**config.mk**
```make
export PLATFORM = sky130hd
export DESIGN_NAME = cgrf_clock_guard
export DESIGN_NICKNAME = d
export VERILOG_FILES = /design/src/logic/cgrf_pkg.sv /design/src/logic/cgrf_clk_filter.sv /design/src/logic/cgrf_clock_guard.sv
export SDC_FILE = /design/constraint.sdc
export NUM_CORES = 1
export LEC_CHECK = 0
export BUFFER_PORTS_ARGS = -buffer_cell sky130_fd_sc_hd__buf_4
export CORE_MARGIN = 2
export CORE_UTILIZATION = 38
export DETAILED_ROUTE_END_ITERATION = 10
export HOLD_SLACK_MARGIN = 0.02
export PLACE_DENSITY = 0.76
export SYNTH_ARGS = -nofsm -noshare
export SYNTH_HDL_FRONTEND = slang
export SYNTH_SLANG_ARGS = --single-unit
```
**constraint.sdc**
```tcl
create_clock -name sys_clk -period 1.35 [get_ports sys_clk]
set_clock_uncertainty 0.05 [all_clocks]
set_input_delay 0 -clock sys_clk [delete_from_list [all_inputs] [get_ports sys_clk]]
set_output_delay 0 -clock sys_clk [all_outputs]
set_load 0.005 [all_outputs]
```
**src/logic/cgrf_pkg.sv**
```systemverilog
// Package of constants for the clock guard and reset flag block.
package cgrf_pkg;
   // ------------------------------------------------------------
   // Register map
   // ------------------------------------------------------------
   localparam logic [7:0] CRS_INDEX = 8'h25;
   localparam logic [9:0] CRS_BYTE_ADDR = {CRS_INDEX, 2'b00};
   localparam logic [7:0] CRS_RESET_VALUE = 8'h00;
   localparam int DOG_FLAG_BIT = 0;
   localparam int FAIL_FLAG_BIT = 1;
   localparam int FAIL_IRQ_EN_BIT = 2;
   localparam int UNDERVOLT_FLAG_BIT = 4;

   // ------------------------------------------------------------
   // Interrupt identity
   // ------------------------------------------------------------
   localparam logic [15:0] IRQ_VECTOR_ADDR = 16'hFFF6;
   localparam logic [3:0] IRQ_PRIORITY_SLOT = 4'h2;

   // ------------------------------------------------------------
   // Timing
   // ------------------------------------------------------------
   localparam int SYS_CLK_PERIOD_NS = 50;
   localparam int BACKUP_PERIOD_NS = 4000;
   localparam int BACKUP_WATCH_CYC = BACKUP_PERIOD_NS / SYS_CLK_PERIOD_NS;
   localparam int MIN_PHASE_NS = 100;
   localparam int MIN_PHASE_CYC = (MIN_PHASE_NS + SYS_CLK_PERIOD_NS - 1) / SYS_CLK_PERIOD_NS;
   localparam int GOOD_EDGES = 8;

   // ------------------------------------------------------------
   // Clock selection states
   // ------------------------------------------------------------
   typedef enum logic [1:0] {SEL_MAIN, SEL_TO_BACKUP, SEL_BACKUP, SEL_TO_MAIN} cgrf_sel_e;
endpackage

```
**src/logic/cgrf_clk_filter.sv**
```systemverilog
// Spike filter for the main oscillator with a recovery indicator.
`timescale 1ns/1ps
`default_nettype none
module cgrf_clk_filter
#(
   parameter int MIN_PHASE = cgrf_pkg::MIN_PHASE_CYC,
   parameter int GOOD_COUNT = cgrf_pkg::GOOD_EDGES
)
(
   // Clock and reset
   input wire logic sys_clk,
   input wire logic srst,
   // Control
   input wire logic run,
   // Oscillator
   input wire logic osc_in,
   // Filtered result
   output logic filt_out,
   output logic edge_seen,
   output logic good
);
   localparam int PW = $clog2(MIN_PHASE + 1);
   localparam int GW = $clog2(GOOD_COUNT + 1);
   localparam logic [PW-1:0] PHASE_LAST = PW'(MIN_PHASE - 1);
   localparam logic [GW-1:0] GOOD_MAX = GW'(GOOD_COUNT);

   logic osc_reg;
   logic [PW-1:0] phase_reg;
   logic [GW-1:0] good_reg;

   if (MIN_PHASE < 2 || GOOD_COUNT < 1)
   begin : g_param_check
      $error("cgrf_clk_filter: MIN_PHASE must be at least 2 and GOOD_COUNT at least 1.");
   end

   // ------------------------------------------------------------
   // Phase qualification
   // ------------------------------------------------------------
   // A level change passes only after it has stood MIN_PHASE cycles; shorter pulses are spikes.
   always_ff @(posedge sys_clk)
   begin
      if (srst || !run)
      begin
         osc_reg <= 1'b0;
         phase_reg <= '0;
         filt_out <= 1'b0;
         edge_seen <= 1'b0;
         good_reg <= '0;
      end
      else
      begin
         osc_reg <= osc_in;
         edge_seen <= 1'b0;
         if (osc_reg != filt_out)
         begin
            if (phase_reg == PHASE_LAST)
            begin
               filt_out <= osc_reg;
               edge_seen <= 1'b1;
               phase_reg <= '0;
               if (good_reg != GOOD_MAX)
               begin
                  good_reg <= good_reg + 1'b1;
               end
            end
            else
            begin
               phase_reg <= phase_reg + 1'b1;
            end
         end
         else
         begin
            if (phase_reg != '0)
            begin
               good_reg <= '0;
            end
            phase_reg <= '0;
         end
      end
   end

   assign good = (good_reg == GOOD_MAX);
endmodule
`default_nettype wire

```
**src/logic/cgrf_clock_guard.sv**
```systemverilog
// Clock guard with backup clock switch-over, status register and reset flags.
//
// Contract
// - Guard enable comes from a static option, captured at reset, not a register.
// - Spikes on the main clock are filtered out before reaching the core.
// - A misbehaving oscillator may be fully suppressed; recovery resumes it automatically.
// - No main edge within one backup period selects the backup clock.
// - Return to the main clock happens automatically once it recovers.
// - Backup selection due to failure sets the clock-failure flag, bit 1.
// - Status read clears the failure flag only after main clock recovery.
// - With the guard disabled, failure flag reads zero and enable is inert.
// - Interrupt needs flag set, enable bit 2 set and CPU mask clear.
// - Interrupt enable is written by software only; 1 enables, 0 disables.
// - Guard runs in wait; its interrupt wakes wait but never halt.
// - In halt the status register freezes and the guard stays off.
// - Halt exit by interrupt keeps configuration; by reset restarts from reset values.
// - Bits 7:5 and 3 read zero and ignore writes.
// - Undervolt flag set by undervolt reset, cleared only by writing zero.
// - Dog flag set by watchdog reset, cleared by writing zero or undervolt reset.
// - Undervolt flag survives later pin and watchdog resets.
// - Flags encode last reset: pin 00, watchdog 01, undervolt 1x.
// - Reset loads all zero except the two reset-source flags.
// - Interrupt uses the fixed vector pair and priority slot 2.
`timescale 1ns/1ps
`default_nettype none
module cgrf_clock_guard
#(
   parameter int WATCH_CYC = cgrf_pkg::BACKUP_WATCH_CYC,
   parameter int MIN_PHASE = cgrf_pkg::MIN_PHASE_CYC,
   parameter int GOOD_COUNT = cgrf_pkg::GOOD_EDGES
)
(
   // Clock and reset
   input wire logic sys_clk,
   input wire logic srst,
   // Static options and reset causes
   input wire logic guard_option,
   input wire logic rst_cause_undervolt,
   input wire logic rst_cause_dog,
   // CPU state
   input wire logic cpu_irq_mask,
   input wire logic cpu_wait,
   input wire logic cpu_halt,
   // Oscillators and core clock
   input wire logic main_osc,
   input wire logic backup_osc,
   output logic core_clk,
   output logic backup_active,
   // Interrupt
   output logic fail_irq,
   output logic wake_from_wait,
   output logic [15:0] irq_vector,
   output logic [3:0] irq_priority,
   // Avalon-MM slave
   input wire logic [9:0] avs_address,
   input wire logic avs_read,
   input wire logic avs_write,
   input wire logic [31:0] avs_writedata,
   input wire logic [3:0] avs_byteenable,
   output logic [31:0] avs_readdata,
   output logic avs_waitrequest
);
   localparam int WW = $clog2(WATCH_CYC + 1);
   localparam logic [WW-1:0] WATCH_LAST = WW'(WATCH_CYC - 1);

   logic guard_en_reg;
   logic run;
   logic filt_run;
   logic main_filt;
   logic main_edge;
   logic main_good;
   logic backup_reg;
   logic [WW-1:0] since_edge_reg;
   logic timeout;
   cgrf_pkg::cgrf_sel_e sel_reg;
   logic fail_evt;
   logic fail_flag_reg;
   logic fail_irq_en_reg;
   logic undervolt_reset_flag_reg;
   logic dog_reset_flag_reg;
   logic [7:0] status_view;
   logic ack_reg;
   logic hit;
   logic bus_done;
   logic wr_done;
   logic rd_done;

   if (WATCH_CYC < 2 * MIN_PHASE + 2)
   begin : g_param_check
      $error("cgrf_clock_guard: WATCH_CYC too short for the filter phase length.");
   end

   // ------------------------------------------------------------
   // Option capture and run gating
   // ------------------------------------------------------------
   // The option is a static strap, so it is sampled only while reset is held.
   always_ff @(posedge sys_clk)
   begin
      if (srst)
      begin
         guard_en_reg <= guard_option;
      end
   end

   assign run = guard_en_reg && !cpu_halt;

   // The filter restarts on a switch to backup, so a return needs fresh good edges.
   assign filt_run = !cpu_halt && (sel_reg != cgrf_pkg::SEL_TO_BACKUP);

   // ------------------------------------------------------------
   // Main clock filter and watch
   // ------------------------------------------------------------
   cgrf_clk_filter
   #(
      .MIN_PHASE(MIN_PHASE),
      .GOOD_COUNT(GOOD_COUNT)
   )
   u_filter
   (
      .sys_clk(sys_clk),
      .srst(srst),
      .run(filt_run),
      .osc_in(main_osc),
      .filt_out(main_filt),
      .edge_seen(main_edge),
      .good(main_good)
   );

   always_ff @(posedge sys_clk)
   begin
      if (srst || !run || main_edge)
      begin
         since_edge_reg <= '0;
      end
      else if (since_edge_reg != WATCH_LAST)
      begin
         since_edge_reg <= since_edge_reg + 1'b1;
      end
   end

   assign timeout = run && (since_edge_reg == WATCH_LAST) && !main_edge;

   always_ff @(posedge sys_clk)
   begin
      if (srst || !run)
      begin
         backup_reg <= 1'b0;
      end
      else
      begin
         backup_reg <= backup_osc;
      end
   end

   // ------------------------------------------------------------
   // Clock selection
   // ------------------------------------------------------------
   // Changeover parks the core clock low and hands over only on a low source level.
   always_ff @(posedge sys_clk)
   begin
      if (srst || !run)
      begin
         sel_reg <= cgrf_pkg::SEL_MAIN;
      end
      else
      begin
         unique case (sel_reg)
            cgrf_pkg::SEL_MAIN:
            begin
               if (timeout)
               begin
                  sel_reg <= cgrf_pkg::SEL_TO_BACKUP;
               end
            end
            cgrf_pkg::SEL_TO_BACKUP:
            begin
               if (!backup_reg)
               begin
                  sel_reg <= cgrf_pkg::SEL_BACKUP;
               end
            end
            cgrf_pkg::SEL_BACKUP:
            begin
               if (main_good && !backup_reg)
               begin
                  sel_reg <= cgrf_pkg::SEL_TO_MAIN;
               end
            end
            cgrf_pkg::SEL_TO_MAIN:
            begin
               if (!main_filt)
               begin
                  sel_reg <= cgrf_pkg::SEL_MAIN;
               end
            end
         endcase
      end
   end

   assign fail_evt = (sel_reg == cgrf_pkg::SEL_MAIN) && timeout;

   always_ff @(posedge sys_clk)
   begin
      if (srst)
      begin
         core_clk <= 1'b0;
      end
      else if (!guard_en_reg || sel_reg == cgrf_pkg::SEL_MAIN)
      begin
         core_clk <= main_filt;
      end
      else if (sel_reg == cgrf_pkg::SEL_BACKUP)
      begin
         core_clk <= backup_reg;
      end
      else
      begin
         core_clk <= 1'b0;
      end
   end

   assign backup_active = (sel_reg != cgrf_pkg::SEL_MAIN);

   // ------------------------------------------------------------
   // Avalon-MM slave
   // ------------------------------------------------------------
   // Every access waits one cycle; read data is registered at the end of the wait cycle, effects land on the completing edge.
   assign hit = (avs_address == cgrf_pkg::CRS_BYTE_ADDR);
   assign avs_waitrequest = (avs_read || avs_write) && !ack_reg;
   assign bus_done = ack_reg && (avs_read || avs_write);
   assign wr_done = bus_done && avs_write && hit && avs_byteenable[0] && !cpu_halt;
   assign rd_done = bus_done && avs_read && hit && !cpu_halt;

   always_ff @(posedge sys_clk)
   begin
      if (srst)
      begin
         ack_reg <= 1'b0;
      end
      else
      begin
         ack_reg <= (avs_read || avs_write) && !ack_reg;
      end
   end

   always_ff @(posedge sys_clk)
   begin
      if (srst)
      begin
         avs_readdata <= 32'h0000_0000;
      end
      else if ((avs_read && !ack_reg) && hit)
      begin
         avs_readdata <= {24'h00_0000, status_view};
      end
      else if (avs_read && !ack_reg)
      begin
         avs_readdata <= 32'h0000_0000;
      end
   end

   // ------------------------------------------------------------
   // Status register
   // ------------------------------------------------------------
   always_comb
   begin
      status_view = cgrf_pkg::CRS_RESET_VALUE;
      status_view[cgrf_pkg::FAIL_FLAG_BIT] = fail_flag_reg && guard_en_reg;
      status_view[cgrf_pkg::FAIL_IRQ_EN_BIT] = fail_irq_en_reg;
      status_view[cgrf_pkg::UNDERVOLT_FLAG_BIT] = undervolt_reset_flag_reg;
      status_view[cgrf_pkg::DOG_FLAG_BIT] = dog_reset_flag_reg;
   end

   // Hardware set beats the read clear in the same cycle.
   always_ff @(posedge sys_clk)
   begin
      if (srst)
      begin
         fail_flag_reg <= 1'b0;
      end
      else if (fail_evt)
      begin
         fail_flag_reg <= 1'b1;
      end
      else if (rd_done && sel_reg == cgrf_pkg::SEL_MAIN)
      begin
         fail_flag_reg <= 1'b0;
      end
   end

   always_ff @(posedge sys_clk)
   begin
      if (srst)
      begin
         fail_irq_en_reg <= 1'b0;
      end
      else if (wr_done)
      begin
         fail_irq_en_reg <= avs_writedata[cgrf_pkg::FAIL_IRQ_EN_BIT];
      end
   end

   // Reset-source flags are kept through srst; only the cause inputs and writes move them.
   always_ff @(posedge sys_clk)
   begin
      if (rst_cause_undervolt)
      begin
         undervolt_reset_flag_reg <= 1'b1;
      end
      else if (wr_done && !avs_writedata[cgrf_pkg::UNDERVOLT_FLAG_BIT])
      begin
         undervolt_reset_flag_reg <= 1'b0;
      end
   end

   always_ff @(posedge sys_clk)
   begin
      if (rst_cause_undervolt)
      begin
         dog_reset_flag_reg <= 1'b0;
      end
      else if (rst_cause_dog)
      begin
         dog_reset_flag_reg <= 1'b1;
      end
      else if (wr_done && !avs_writedata[cgrf_pkg::DOG_FLAG_BIT])
      begin
         dog_reset_flag_reg <= 1'b0;
      end
   end

   // ------------------------------------------------------------
   // Interrupt
   // ------------------------------------------------------------
   assign fail_irq = fail_flag_reg && fail_irq_en_reg && !cpu_irq_mask && guard_en_reg;
   assign wake_from_wait = fail_irq && cpu_wait && !cpu_halt;
   assign irq_vector = cgrf_pkg::IRQ_VECTOR_ADDR;
   assign irq_priority = cgrf_pkg::IRQ_PRIORITY_SLOT;
endmodule
`default_nettype wire

```
# Yosys cells after proc, flatten, opt, wreduce, memory -nomap -nowiden
# Cells that the tools add are included.
[word_totals] elab_cells=108 input_bits=58 ff_bits=30
[classes] bitwise=1 n_reduce_logical=53 n_eq_ne=17 mux=18 add_sub_neg=3
[op_table] cell="logical AND 1 bit" count=26
[op_table] cell="two-way mux 4 bit" count=4
[op_table] cell="inequality test 2 bit, second input constant" count=6
[op_table] cell="nonzero test 2 bit" count=6
[op_table] cell="== test 10 x 8 -> 1 bit, second input constant" count=1
[op_table] cell="zero test 1 bit" count=10
[op_table] cell="two-way mux 5 bit" count=2
[op_table] cell="two-way mux 2 bit" count=4
[op_table] cell="one-hot mux 2 bit (4 select lines)" count=1
[op_table] cell="adder 7 x 1 -> 7 bit, second input constant" count=1
[op_table] cell="== test 7 bit, second input constant" count=1
[op_table] cell="two-way mux 1 bit" count=7
[op_table] cell="inequality test 7 bit, second input constant" count=1
[op_table] cell="logical OR 1 bit" count=5
[op_table] cell="adder 4 x 1 -> 4 bit, second input constant" count=1
[op_table] cell="== test 2 x 1 -> 1 bit, second input constant" count=2
[op_table] cell="== test 2 bit, second input constant" count=2
[op_table] cell="== test 4 bit, second input constant" count=1
[op_table] cell="inequality test 4 bit, second input constant" count=1
[op_table] cell="AND reduction 4 bit" count=1
[op_table] cell="AND reduction 3 bit" count=1
[op_table] cell="OR reduction 3 bit" count=1
[op_table] cell="adder 2 x 1 -> 2 bit, second input constant" count=1
[op_table] cell="zero test 2 bit" count=1
[op_table] cell="5 further kinds" count=5

# Depth between registers and ports, before layout
# Gate-level depths: netlist (run 1).
[logic_depth] ltp_word=9 mapped_depth=6 ltp_nobuf=6

# Modules after synthesis
# A second synthesis (run 1) with hierarchy kept.
[hier_totals] hier_cells=202 area_unflattened_um2=1783.0
[modules_own_cells] mod="cgrf_clock_guard" n_inst=1 cells_each=156 area_each_um2=1336.3
[modules_own_cells] mod="cgrf_clk_filter" n_inst=1 cells_each=46 area_each_um2=446.7

# Worst setup path after synthesis (run 1)
# No wires, ideal clock.
[synth_timing] path_kind="register -> register" startpoint="register since_edge_reg[0]" endpoint="register sel_reg[0]" t_required_ns=1.178 synth_period_minus_slack_ns=1.427 path_stages_with_launch=7 path_slack_ns=-0.077 arrival_ns=1.255 cell_sequence="dfxtp_1 -> ha_1 -> and3_1 -> clkbuf_1 -> a31oi_1 -> o21ai_0 -> o311a_1"
[synth_between] elab_chain_len=5
[synth_lines] element="start: declaration" line="cgrf_clock_guard.sv:73" text="logic [WW-1:0] since_edge_reg;"
[synth_lines] element="start signal: assignment" line="cgrf_clock_guard.sv:137" text="since_edge_reg <= since_edge_reg + 1'b1;"
[synth_lines] element="== test 7 bit" line="cgrf_clock_guard.sv:141" text="assign timeout = run && (since_edge_reg == WATCH_LAST) && !main_edge;"
[synth_lines] element="logical AND 1 bit (2 in series)" line="cgrf_clock_guard.sv:141"
[synth_lines] element="inequality test 2 bit (no line)"
[synth_lines] element="AND reduction 4 bit (no line)"
[synth_lines] element="end signal: assignment" line="cgrf_clock_guard.sv:163" text="sel_reg <= cgrf_pkg::SEL_MAIN;"
[synth_lines] element="end signal: assignment" line="cgrf_clock_guard.sv:172" text="sel_reg <= cgrf_pkg::SEL_TO_BACKUP;"
[synth_lines] element="end signal: assignment" line="cgrf_clock_guard.sv:179" text="sel_reg <= cgrf_pkg::SEL_BACKUP;"
[synth_lines] element="end: declaration" line="cgrf_clock_guard.sv:75" text="cgrf_pkg::cgrf_sel_e sel_reg;"
# No other way between the ends.
# A chain may end at the register's enable or synchronous reset.

# Worst setup path in the final report (run 1)
[layout_timing] startpoint="register guard_en_reg" endpoint="output port wake_from_wait"
[layout_between] elab_chain_len=3
[layout_lines] element="start: declaration" line="cgrf_clock_guard.sv:66" text="logic guard_en_reg;"
[layout_lines] element="start signal: assignment" line="cgrf_clock_guard.sv:101" text="guard_en_reg <= guard_option;"
[layout_lines] element="logical AND 1 bit" line="cgrf_clock_guard.sv:335" text="assign fail_irq = fail_flag_reg && fail_irq_en_reg && !cpu_irq_mask && guard_en_reg;"
[layout_lines] element="logical AND 1 bit (2 in series)" line="cgrf_clock_guard.sv:336" text="assign wake_from_wait = fail_irq && cpu_wait && !cpu_halt;"
[layout_lines] element="end: declaration" line="cgrf_clock_guard.sv:51" text="output logic wake_from_wait,"
# No other way between the ends.

==> results of run 1 <==
-- how the worst max path moves through the flow --
stage | cells after the start | startpoint | slack (ps) | endpoint
finish | 4 | guard_en_reg$_DFFE_PP_ | -80 | wake_from_wait
global route | 4 | guard_en_reg$_DFFE_PP_ | -120 | wake_from_wait
CTS | 4 | guard_en_reg$_DFFE_PP_ | -60 | wake_from_wait
detailed placement | 5 | sel_reg[1]$_SDFFE_PP0P_ | -200 | u_filter.phase_reg[1]$_SDFF_PP0_
global placement | 5 | sel_reg[1]$_SDFFE_PP0P_ | -170 | u_filter.phase_reg[1]$_SDFF_PP0_
floorplan | 6 | since_edge_reg[0]$_SDFFE_PP0P_ | -1 | sel_reg[0]$_SDFFE_PP0P_
-- layer usage --
layer | global-route usage | up-vias | routed length [µm]
met1 | 0.168 | 717 | 1670
met5 | 0 | - | 0
li1 | - | 743 | -
met2 | 0.260 | 77 | 2020
met4 | 0.0802 | 0 | 119
met3 | 0.0361 | 11 | 302
-- where the power goes --
group	leakage [nW]	switching [mW]	internal, mW
clock network	0.0482	0.346	0.411
logic	0.818	0.112	0.127
registers	0.246	0.00896	0.902
total	1.11	0.467	1.44
-- layout make-up --
class,count,area (µm²)
fill,370,2010
multi-input combinational,158,1070
sequential,30,614
timing repair buffer,71,564
clock buffer,7,86.3
tap,52,65.1
inverter,8,30.0
clock inverter,1,5.00
-- per-stage QoR --
step | utilization | worst slack, ps | hold slack (ps) | TNS (ps) | total power [mW]
floorplan | - | -1.04 | 22.8 | -1.04 | 1.11
global placement | 0.467 | -172 | 129 | -726 | 1.11
detailed placement | 0.467 | -196 | 132 | -964 | 1.11
CTS | 0.526 | -56.1 | 26.0 | -82.3 | 1.90
global route | 0.547 | -116 | 56.3 | -555 | 1.99
finish | 0.547 | -83.1 | 45.1 | -209 | 1.91
-- placed cells by master (no fill, tap or decap), types with 4 or more instances in the layout --
| master | count |
|---|---|
| a21oi_1 | 5 |
| buf_4 | 59 |
| clkbuf_8 | 6 |
| conb_1 | 48 |
| dfxtp_1 | 26 |
| dlygate4sd3_1 | 11 |
| ha_1 | 5 |
| inv_1 | 6 |
| nand2_1 | 6 |
| nand3_1 | 4 |
| nand4_1 | 6 |
| nor2_1 | 15 |
| xor2_1 | 5 |
-- cells by family after synthesis --
| group | Yosys count |
|---|---|
| mux | 2 |
| xor+xnor | 7 |
| buf+inv | 59 |
| flops | 30 |
| simple gates | 68 |
| other cells | 2 |
| fa+ha+maj | 9 |
| compound gates | 24 |
-- Yosys cell counts (2+ instances only) --
cell,instances
nand4_1,6
and3_1,3
mux2i_1,2
xor2_1,5
nor2_1,16
nand2b_1,4
and2_1,3
nor3_1,5
nand2_1,7
a22oi_1,3
inv_1,8
conb_1,2
nand3b_1,3
o21ai_0,4
buf_4,48
nor4bb_1,2
dfxtp_1,29
nor3b_1,5
a21oi_1,7
xnor2_1,2
ha_1,9
clkbuf_1,3
nand3_1,4
a31oi_1,3
o21bai_1,2
-- tightest hold or removal path, stage by stage --
cell     delay, ps
buf_4          150
nor3_4          60
nand2_1         80
nor3_1          50
-- what timing repair did --
action	4_1_cts	5_1_grt
endpoints found under the setup margin	14	19
resized for setup	12	17
endpoints found under the hold margin	14	0
buffers inserted	2	4
pin swaps	2	4
cloned	0	0
hold buffers	11	0
==> flow_summary.json, run 1 <==
{
  "synth_top_area_cell": "dfxtp_1",
  "r2r_setup_slack_ps": -70,
  "slew_viol_final": 0,
  "clockBufferDepth": 2,
  "finalCritPeriodShare": 1.06,
  "grtUsageTotal": 0.149,
  "place_area_mm2": 0.00208,
  "status": "finished with violations",
  "synthXorXnorAreaFrac": 0.0345,
  "hold_path.class": "in2reg",
  "synth-seq-area-share": 0.343,
  "crit_family": "flip-flops",
  "first_iter_violations": 120,
  "area_growth_pct": 36.8,
  "synthAdderAreaFrac": 0.0633,
  "antenna_left": 0,
  "die_x_um": 72.4,
  "num_vias": 1548,
  "dr.pass1.iters": 4,
  "power_leakage_nw": 1.11,
  "clk-insertion-delay-late_ps": 280,
  "clk_pin_slew_ps": 60,
  "synth-edff-count": 1,
  "synth-compound-area-share": 0.0859,
  "yosys.cell_types.count": 41,
  "setup.worst_path.end_class": "primary output",
  "syn_area_per_cell_um2": 8.85,
  "numCtsBuffers": 5,
  "drive_above_1_share": 0.349,
  "worstSetupStartpointType": "flop",
  "die_y_um": 72.4,
  "gp_congestion": 0.812,
  "root_buffer": "clkbuf_8",
  "pin_count": 115,
  "cpMostUsedCell": "buf_4",
  "avgRoutedWirePerCell_um": 12.6,
  "rr_startpoint": "guard_en_reg$_DFFE_PP_",
  "crit_type": "reg2out",
  "worstPathMaxFanout": 2,
  "netlist_area_mm2": 0.00178,
  "synth-seq-cells": 30,
  "period_minus_slack_ps": 1430,
  "diodes": 0,
  "async_flop_share": 0,
  "fin_cells": 327,
  "routed_wl_mm": 4.11,
  "postSynthCellCount": 201,
  "hold_depth": 4,
  "critPathMaxStageDelay_ps": 440,
  "num-nets-final": 341,
  "first_global_vias": 1390,
  "synth-simple-area-share": 0.232,
  "ys.flop_type": "dfxtp_1",
  "setup_viol": 5,
  "grt_antenna_before_repair": 0,
  "synth_top_family_by_area": "simple AND/OR/NAND/NOR gates",
  "start_util": 0.400,
  "synth_mux_area_frac": 0.0113,
  "slowest_stage": "edfxtp_1",
  "crit_required_ps": 1300,
  "largest_reg_flops": 7,
  "gr-total-overflow": 0,
  "remaining_drc_errors": 0,
  "rows": 24,
  "core-area_mm2": 0.00444,
  "cp.arrival_ps": 1380,
  "dp_hpwl_mm": 2.65,
  "synth_area_leaders": "dfxtp_1, buf_4, ha_1",
  "synth_top_cell_area_share": 0.327,
  "violations": "setup timing",
  "path_cells": "buf_4 -> and4b_1 -> and3b_1 -> buf_4",
  "hp-start": "cpu_halt",
  "worstHoldEndpoint": "u_filter.phase_reg[0]$_SDFF_PP0_",
  "cts_tree": "built",
  "htree_levels": 2,
  "port_buffers": 34,
  "stdcell_area_mm2": 0.00243,
  "grt_pass1_wl_mm": 6.07,
  "viasPerCell": 4.73,
  "numClockSinks": 30,
  "dieArea_mm2": 0.00524,
  "synth_warnings": 0,
  "max_freq_mhz": 698,
  "critPathBufInv": 2,
  "grt_max_degree": 14,
  "post-place-cells": 302,
  "grt_setup_unrepaired": "yes",
  "reg2reg_to": "sel_reg[0]$_SDFFE_PP0P_",
  "peakVddDrop_mv": 0.438,
  "finalHoldViolations": 0,
  "rr_worst_depth": 6,
  "setup_ws_ps": -83.1,
  "drv_cap": 0,
  "p_per_area_mw_per_mm2": 784
}
No activity file was read; power rests on OpenSTA's default activity.
==> run 2, diff against run 1 <==
--- a/config.mk
+++ b/config.mk
@@ -6,8 +6,10 @@
 export NUM_CORES = 1
 export LEC_CHECK = 0
 export BUFFER_PORTS_ARGS = -buffer_cell sky130_fd_sc_hd__buf_4
+export CAP_MARGIN = 20
 export CORE_MARGIN = 2
 export CORE_UTILIZATION = 38
+export CTS_BUF_LIST = sky130_fd_sc_hd__clkbuf_8 sky130_fd_sc_hd__clkbuf_16
 export DETAILED_ROUTE_END_ITERATION = 10
 export HOLD_SLACK_MARGIN = 0.02
 export PLACE_DENSITY = 0.76
==> flow_summary.json, run 2 (synthesis gave the netlist of run 1 again) <==
{
  "pin_count": 115,
  "setup_ws_ps": -83.4,
  "finalHoldWorstSlack_ps": 45.1,
  "die_x_um": 72.4,
  "grt_max_degree": 14,
  "critPathMaxStageDelay_ps": 440,
  "largest_reg_flops": 7,
  "grtUsageTotal": 0.149,
  "grt_antenna_before_repair": 0,
  "dr.pass1.iters": 4,
  "htree_levels": 2,
  "peakVddDrop_mv": 0.439,
  "cp.arrival_ps": 1380,
  "core-area_mm2": 0.00444,
  "port_buffers": 34,
  "first_iter_violations": 120,
  "slew_viol_final": 0,
  "dieArea_mm2": 0.00524,
  "setup.worst_path.end_class": "primary output",
  "worstSetupStartpointType": "flop",
  "gr-total-overflow": 0,
  "setup_tns_ps": -210,
  "power_leakage_nw": 1.12,
  "grt_pass1_wl_mm": 6.07,
  "numClockSinks": 30,
  "dp_hpwl_mm": 2.65,
  "slowest_stage": "edfxtp_1",
  "rows": 24,
  "clk_pin_slew_ps": 60,
  "final_util": 0.547,
  "crit_type": "reg2out",
  "grt_setup_unrepaired": "yes",
  "gp_congestion": 0.812,
  "num-nets-final": 341,
  "cts_tree": "built",
  "fin_total_pwr_mw": 1.90,
  "antenna_left": 0,
  "drv_cap": 0,
  "violations": "setup timing",
  "p_per_area_mw_per_mm2": 781,
  "max_freq_mhz": 698,
  "status": "finished with violations",
  "numCtsBuffers": 5,
  "remaining_drc_errors": 0,
  "multi_input_area_mm2": 0.00107,
  "period_minus_slack_ps": 1430,
  "pre_cts_ws_ps": -196,
  "die_y_um": 72.4,
  "layout_commonest_cell": "buf_4",
  "seqCellArea_um2": 614,
  "routed_wl_mm": 4.11,
  "drive_above_1_share": 0.349,
  "finalCritPeriodShare": 1.06,
  "clockBufferDepth": 2,
  "hold_path.class": "in2reg",
  "finalHoldViolations": 0,
  "num_vias": 1548,
  "root_buffer": "clkbuf_8",
  "clk-insertion-delay-late_ps": 280,
  "crit_required_ps": 1300,
  "mostFrequentLayoutCells": "buf_4, conb_1, dfxtp_1",
  "worstPathMaxFanout": 2,
  "start_util": 0.400,
  "setup_viol": 5,
  "avgRoutedWirePerCell_um": 12.6,
  "viasPerCell": 4.73,
  "first_global_vias": 1390,
  "diodes": 0,
  "nFillCells": 370,
  "area_growth_pct": 36.8,
  "path_cells": "buf_4 -> and4b_1 -> and3b_1 -> buf_4",
  "cpMostUsedCell": "buf_4"
}
run 2: changes by cell type in the layout (fill, tap and decap cells not counted):
| cell | change |
|---|---|
| clkbuf_1 | -1 |
| inv_1 | +1 |
run 2: layer usage:
metal | track usage | share of wire | vias to the layer above | wire, µm
met1 | 0.168 | 0.41 | 717 | 1670
met3 | 0.0361 | 0.073 | 11 | 302
met4 | 0.0802 | 0.029 | 0 | 119
li1 | - | - | 743 | -
met5 | 0 | 0 | - | 0
met2 | 0.260 | 0.49 | 77 | 2020
run 2: per-stage QoR:
| step | instances | instance area, µm² |
|---|---|---|
| floorplan | 247 | 1990 |
| global placement | 302 | 2080 |
| detailed placement | 302 | 2080 |
| CTS | 323 | 2340 |
| global route | 327 | 2430 |
| finish | 327 | 2430 |
run 2: layout make-up:
type                    count  area share
well taps                  52      0.0267
repair buffers             71       0.232
flip-flops and latches     30       0.253
inverters                   8      0.0123
multi-input cells         158       0.439
clock buffers               6      0.0340
clock inverters             2     0.00360
run 2: final timing paths:
| check | from | end | slack [ps] | cells past startpoint |
|---|---|---|---|---|
| worst max register to register | guard_en_reg$_DFFE_PP_ | sel_reg[0]$_SDFFE_PP0P_ | -70 | 6 |
| worst min-delay path | cpu_halt | u_filter.phase_reg[0]$_SDFF_PP0_ | 50 | 4 |
| worst min register to register | u_filter.phase_reg[0]$_SDFF_PP0_ | u_filter.phase_reg[0]$_SDFF_PP0_ | 430 | 1 |
| worst max-delay path | guard_en_reg$_DFFE_PP_ | wake_from_wait | -80 | 4 |
run 2: what timing repair did:
| item | 4_1_cts | 5_1_grt |
|---|---|---|
| setup buffers | 2 | 4 |
| gates resized for setup | 12 | 17 |
| pin swaps | 2 | 4 |
| hold buffers | 11 | 0 |
| endpoints found under the setup margin | 14 | 19 |
| endpoints found under the hold margin | 14 | 0 |
run 2: critical path, delay by kind of cell, from the launching register on:
family	cells	cell delay (ps)
flip-flops	1	440
buffers and inverters	2	300
AND/OR/NAND/NOR	2	370
run 2: power by group:
part	total, mW	internal [mW]	switching [mW]
combinational	0.239	0.127	0.112
clock	0.750	0.403	0.347
sequential	0.911	0.902	0.00896
total	1.90	1.43	0.468
==> run 3, diff against run 2 <==
--- a/config.mk
+++ b/config.mk
@@ -7,7 +7,6 @@
 export LEC_CHECK = 0
 export BUFFER_PORTS_ARGS = -buffer_cell sky130_fd_sc_hd__buf_4
 export CAP_MARGIN = 20
-export CORE_MARGIN = 2
 export CORE_UTILIZATION = 38
 export CTS_BUF_LIST = sky130_fd_sc_hd__clkbuf_8 sky130_fd_sc_hd__clkbuf_16
 export DETAILED_ROUTE_END_ITERATION = 10
==> constraint.sdc (replaced) <==
create_clock -name sys_clk -period 1.35 [get_ports sys_clk]
set_clock_uncertainty 0.05 [all_clocks]
set_input_delay 0.0675 -clock sys_clk [delete_from_list [all_inputs] [get_ports sys_clk]]
set_output_delay 0.0675 -clock sys_clk [all_outputs]
set_load 0.005 [all_outputs]
==> flow_summary.json, run 3 (synthesis gave the netlist of run 1 again) <==
{
  "max_freq_mhz": 689,
  "crit_required_ps": 1230,
  "dieArea_mm2": 0.00496,
  "htree_levels": 2,
  "core-area_mm2": 0.00441,
  "avgRoutedWirePerCell_um": 11.9,
  "gp_congestion": 0.871,
  "drive_above_1_share": 0.363,
  "setup_ws_ps": -101,
  "worstPathMaxFanout": 2,
  "first_iter_violations": 64,
  "final_util": 0.546,
  "start_util": 0.403,
  "power_leakage_nw": 1.09,
  "setup_viol": 4,
  "drv_cap": 0,
  "fin_total_pwr_mw": 1.87,
  "dr.pass1.iters": 4,
  "nFillCells": 373,
  "diodes": 0,
  "pin_count": 115,
  "root_buffer": "clkbuf_8",
  "num_vias": 1518,
  "numCtsBuffers": 5,
  "viasPerCell": 4.71,
  "die_x_um": 70.4,
  "clk_pin_slew_ps": 60,
  "cp.arrival_ps": 1330,
  "grt_max_degree": 10,
  "finalHoldViolations": 0,
  "numClockSinks": 30,
  "antenna_left": 0,
  "finalHoldWorstSlack_ps": 26.2,
  "hold_path.class": "in2reg",
  "port_buffers": 34,
  "clockBufferDepth": 2,
  "grtUsageTotal": 0.152,
  "status": "finished with violations",
  "peakVddDrop_mv": 0.324,
  "die_y_um": 70.4,
  "cts_tree": "built",
  "gr-total-overflow": 0,
  "grt_antenna_before_repair": 0,
  "rows": 24,
  "area_growth_pct": 35.5,
  "remaining_drc_errors": 0,
  "clk-insertion-delay-late_ps": 280,
  "grt_pass1_wl_mm": 5.94,
  "crit_type": "reg2out",
  "num-nets-final": 336,
  "routed_wl_mm": 3.85,
  "p_per_area_mw_per_mm2": 776,
  "worstSetupStartpointType": "flop",
  "grt_setup_unrepaired": "yes",
  "first_global_vias": 1337,
  "slew_viol_final": 0,
  "largest_reg_flops": 7,
  "dp_hpwl_mm": 2.60,
  "period_minus_slack_ps": 1450,
  "finalCritPeriodShare": 1.07,
  "layout_commonest_cell": "buf_4",
  "setup.worst_path.end_class": "primary output",
  "mostFrequentLayoutCells": "buf_4, conb_1, dfxtp_1",
  "violations": "setup timing"
}
-- run 3: routing by layer --
metal | global-route usage | share of wire | vias up
met1 | 0.168 | 0.39 | 710
li1 | - | - | 723
met2 | 0.270 | 0.50 | 77
met4 | 0.0667 | 0.020 | 0
met3 | 0.0433 | 0.081 | 8
met5 | 0 | 0 | -
-- run 3: final cells by class --
| type | count | area (µm²) | area share |
|---|---|---|---|
| inverters | 8 | 32.5 | 0.0135 |
| well taps | 52 | 65.1 | 0.0270 |
| clock buffers | 6 | 82.6 | 0.0343 |
| clock inverters | 2 | 8.76 | 0.00364 |
| repair buffers | 66 | 526 | 0.218 |
| flip-flops and latches | 30 | 623 | 0.259 |
| multi-input cells | 158 | 1070 | 0.445 |
-- run 3: metrics by stage --
step / setup TNS (ps) / instances / setup slack, ps / instance area [µm²]
after global routing: -662 / 322 / -206 / 2410
after global placement: -620 / 300 / -115 / 2060
final: -276 / 322 / -101 / 2410
after floorplan: -1.04 / 247 / -1.04 / 1990
after CTS: -280 / 319 / -95.8 / 2310
after detailed placement: -1010 / 300 / -136 / 2060
-- run 3: path summary, 6_finish.rpt --
path / slack [ps] / cells past startpoint / end / start
max reg2reg: -60 / 6 / sel_reg[1]$_SDFFE_PP0P_ / u_filter.good_reg[0]$_SDFFE_PP0P_
min: 30 / 3 / ack_reg$_SDFF_PP0_ / avs_write
min reg2reg: 410 / 1 / u_filter.phase_reg[0]$_SDFF_PP0_ / u_filter.phase_reg[0]$_SDFF_PP0_
max: -100 / 4 / wake_from_wait / guard_en_reg$_DFFE_PP_
-- run 3: critical path, cell delays in order, from the launching register on --
cell and delay [ps]:
edfxtp_1 420, buf_6 140, and4b_1 190, and3b_1 160, buf_4 130
-- run 3: what timing repair did --
action	in CTS	in global routing
buffers inserted	2	3
endpoints found under the setup margin	15	22
resized for setup	15	23
pin swaps	5	6
hold buffers	9	0
endpoints found under the hold margin	13	0
-- run 3: power breakdown --
| part | internal, mW | total, mW | switching [mW] |
|---|---|---|---|
| Clock | 0.403 | 0.734 | 0.332 |
| Combinational | 0.121 | 0.227 | 0.106 |
| Sequential | 0.898 | 0.907 | 0.00879 |
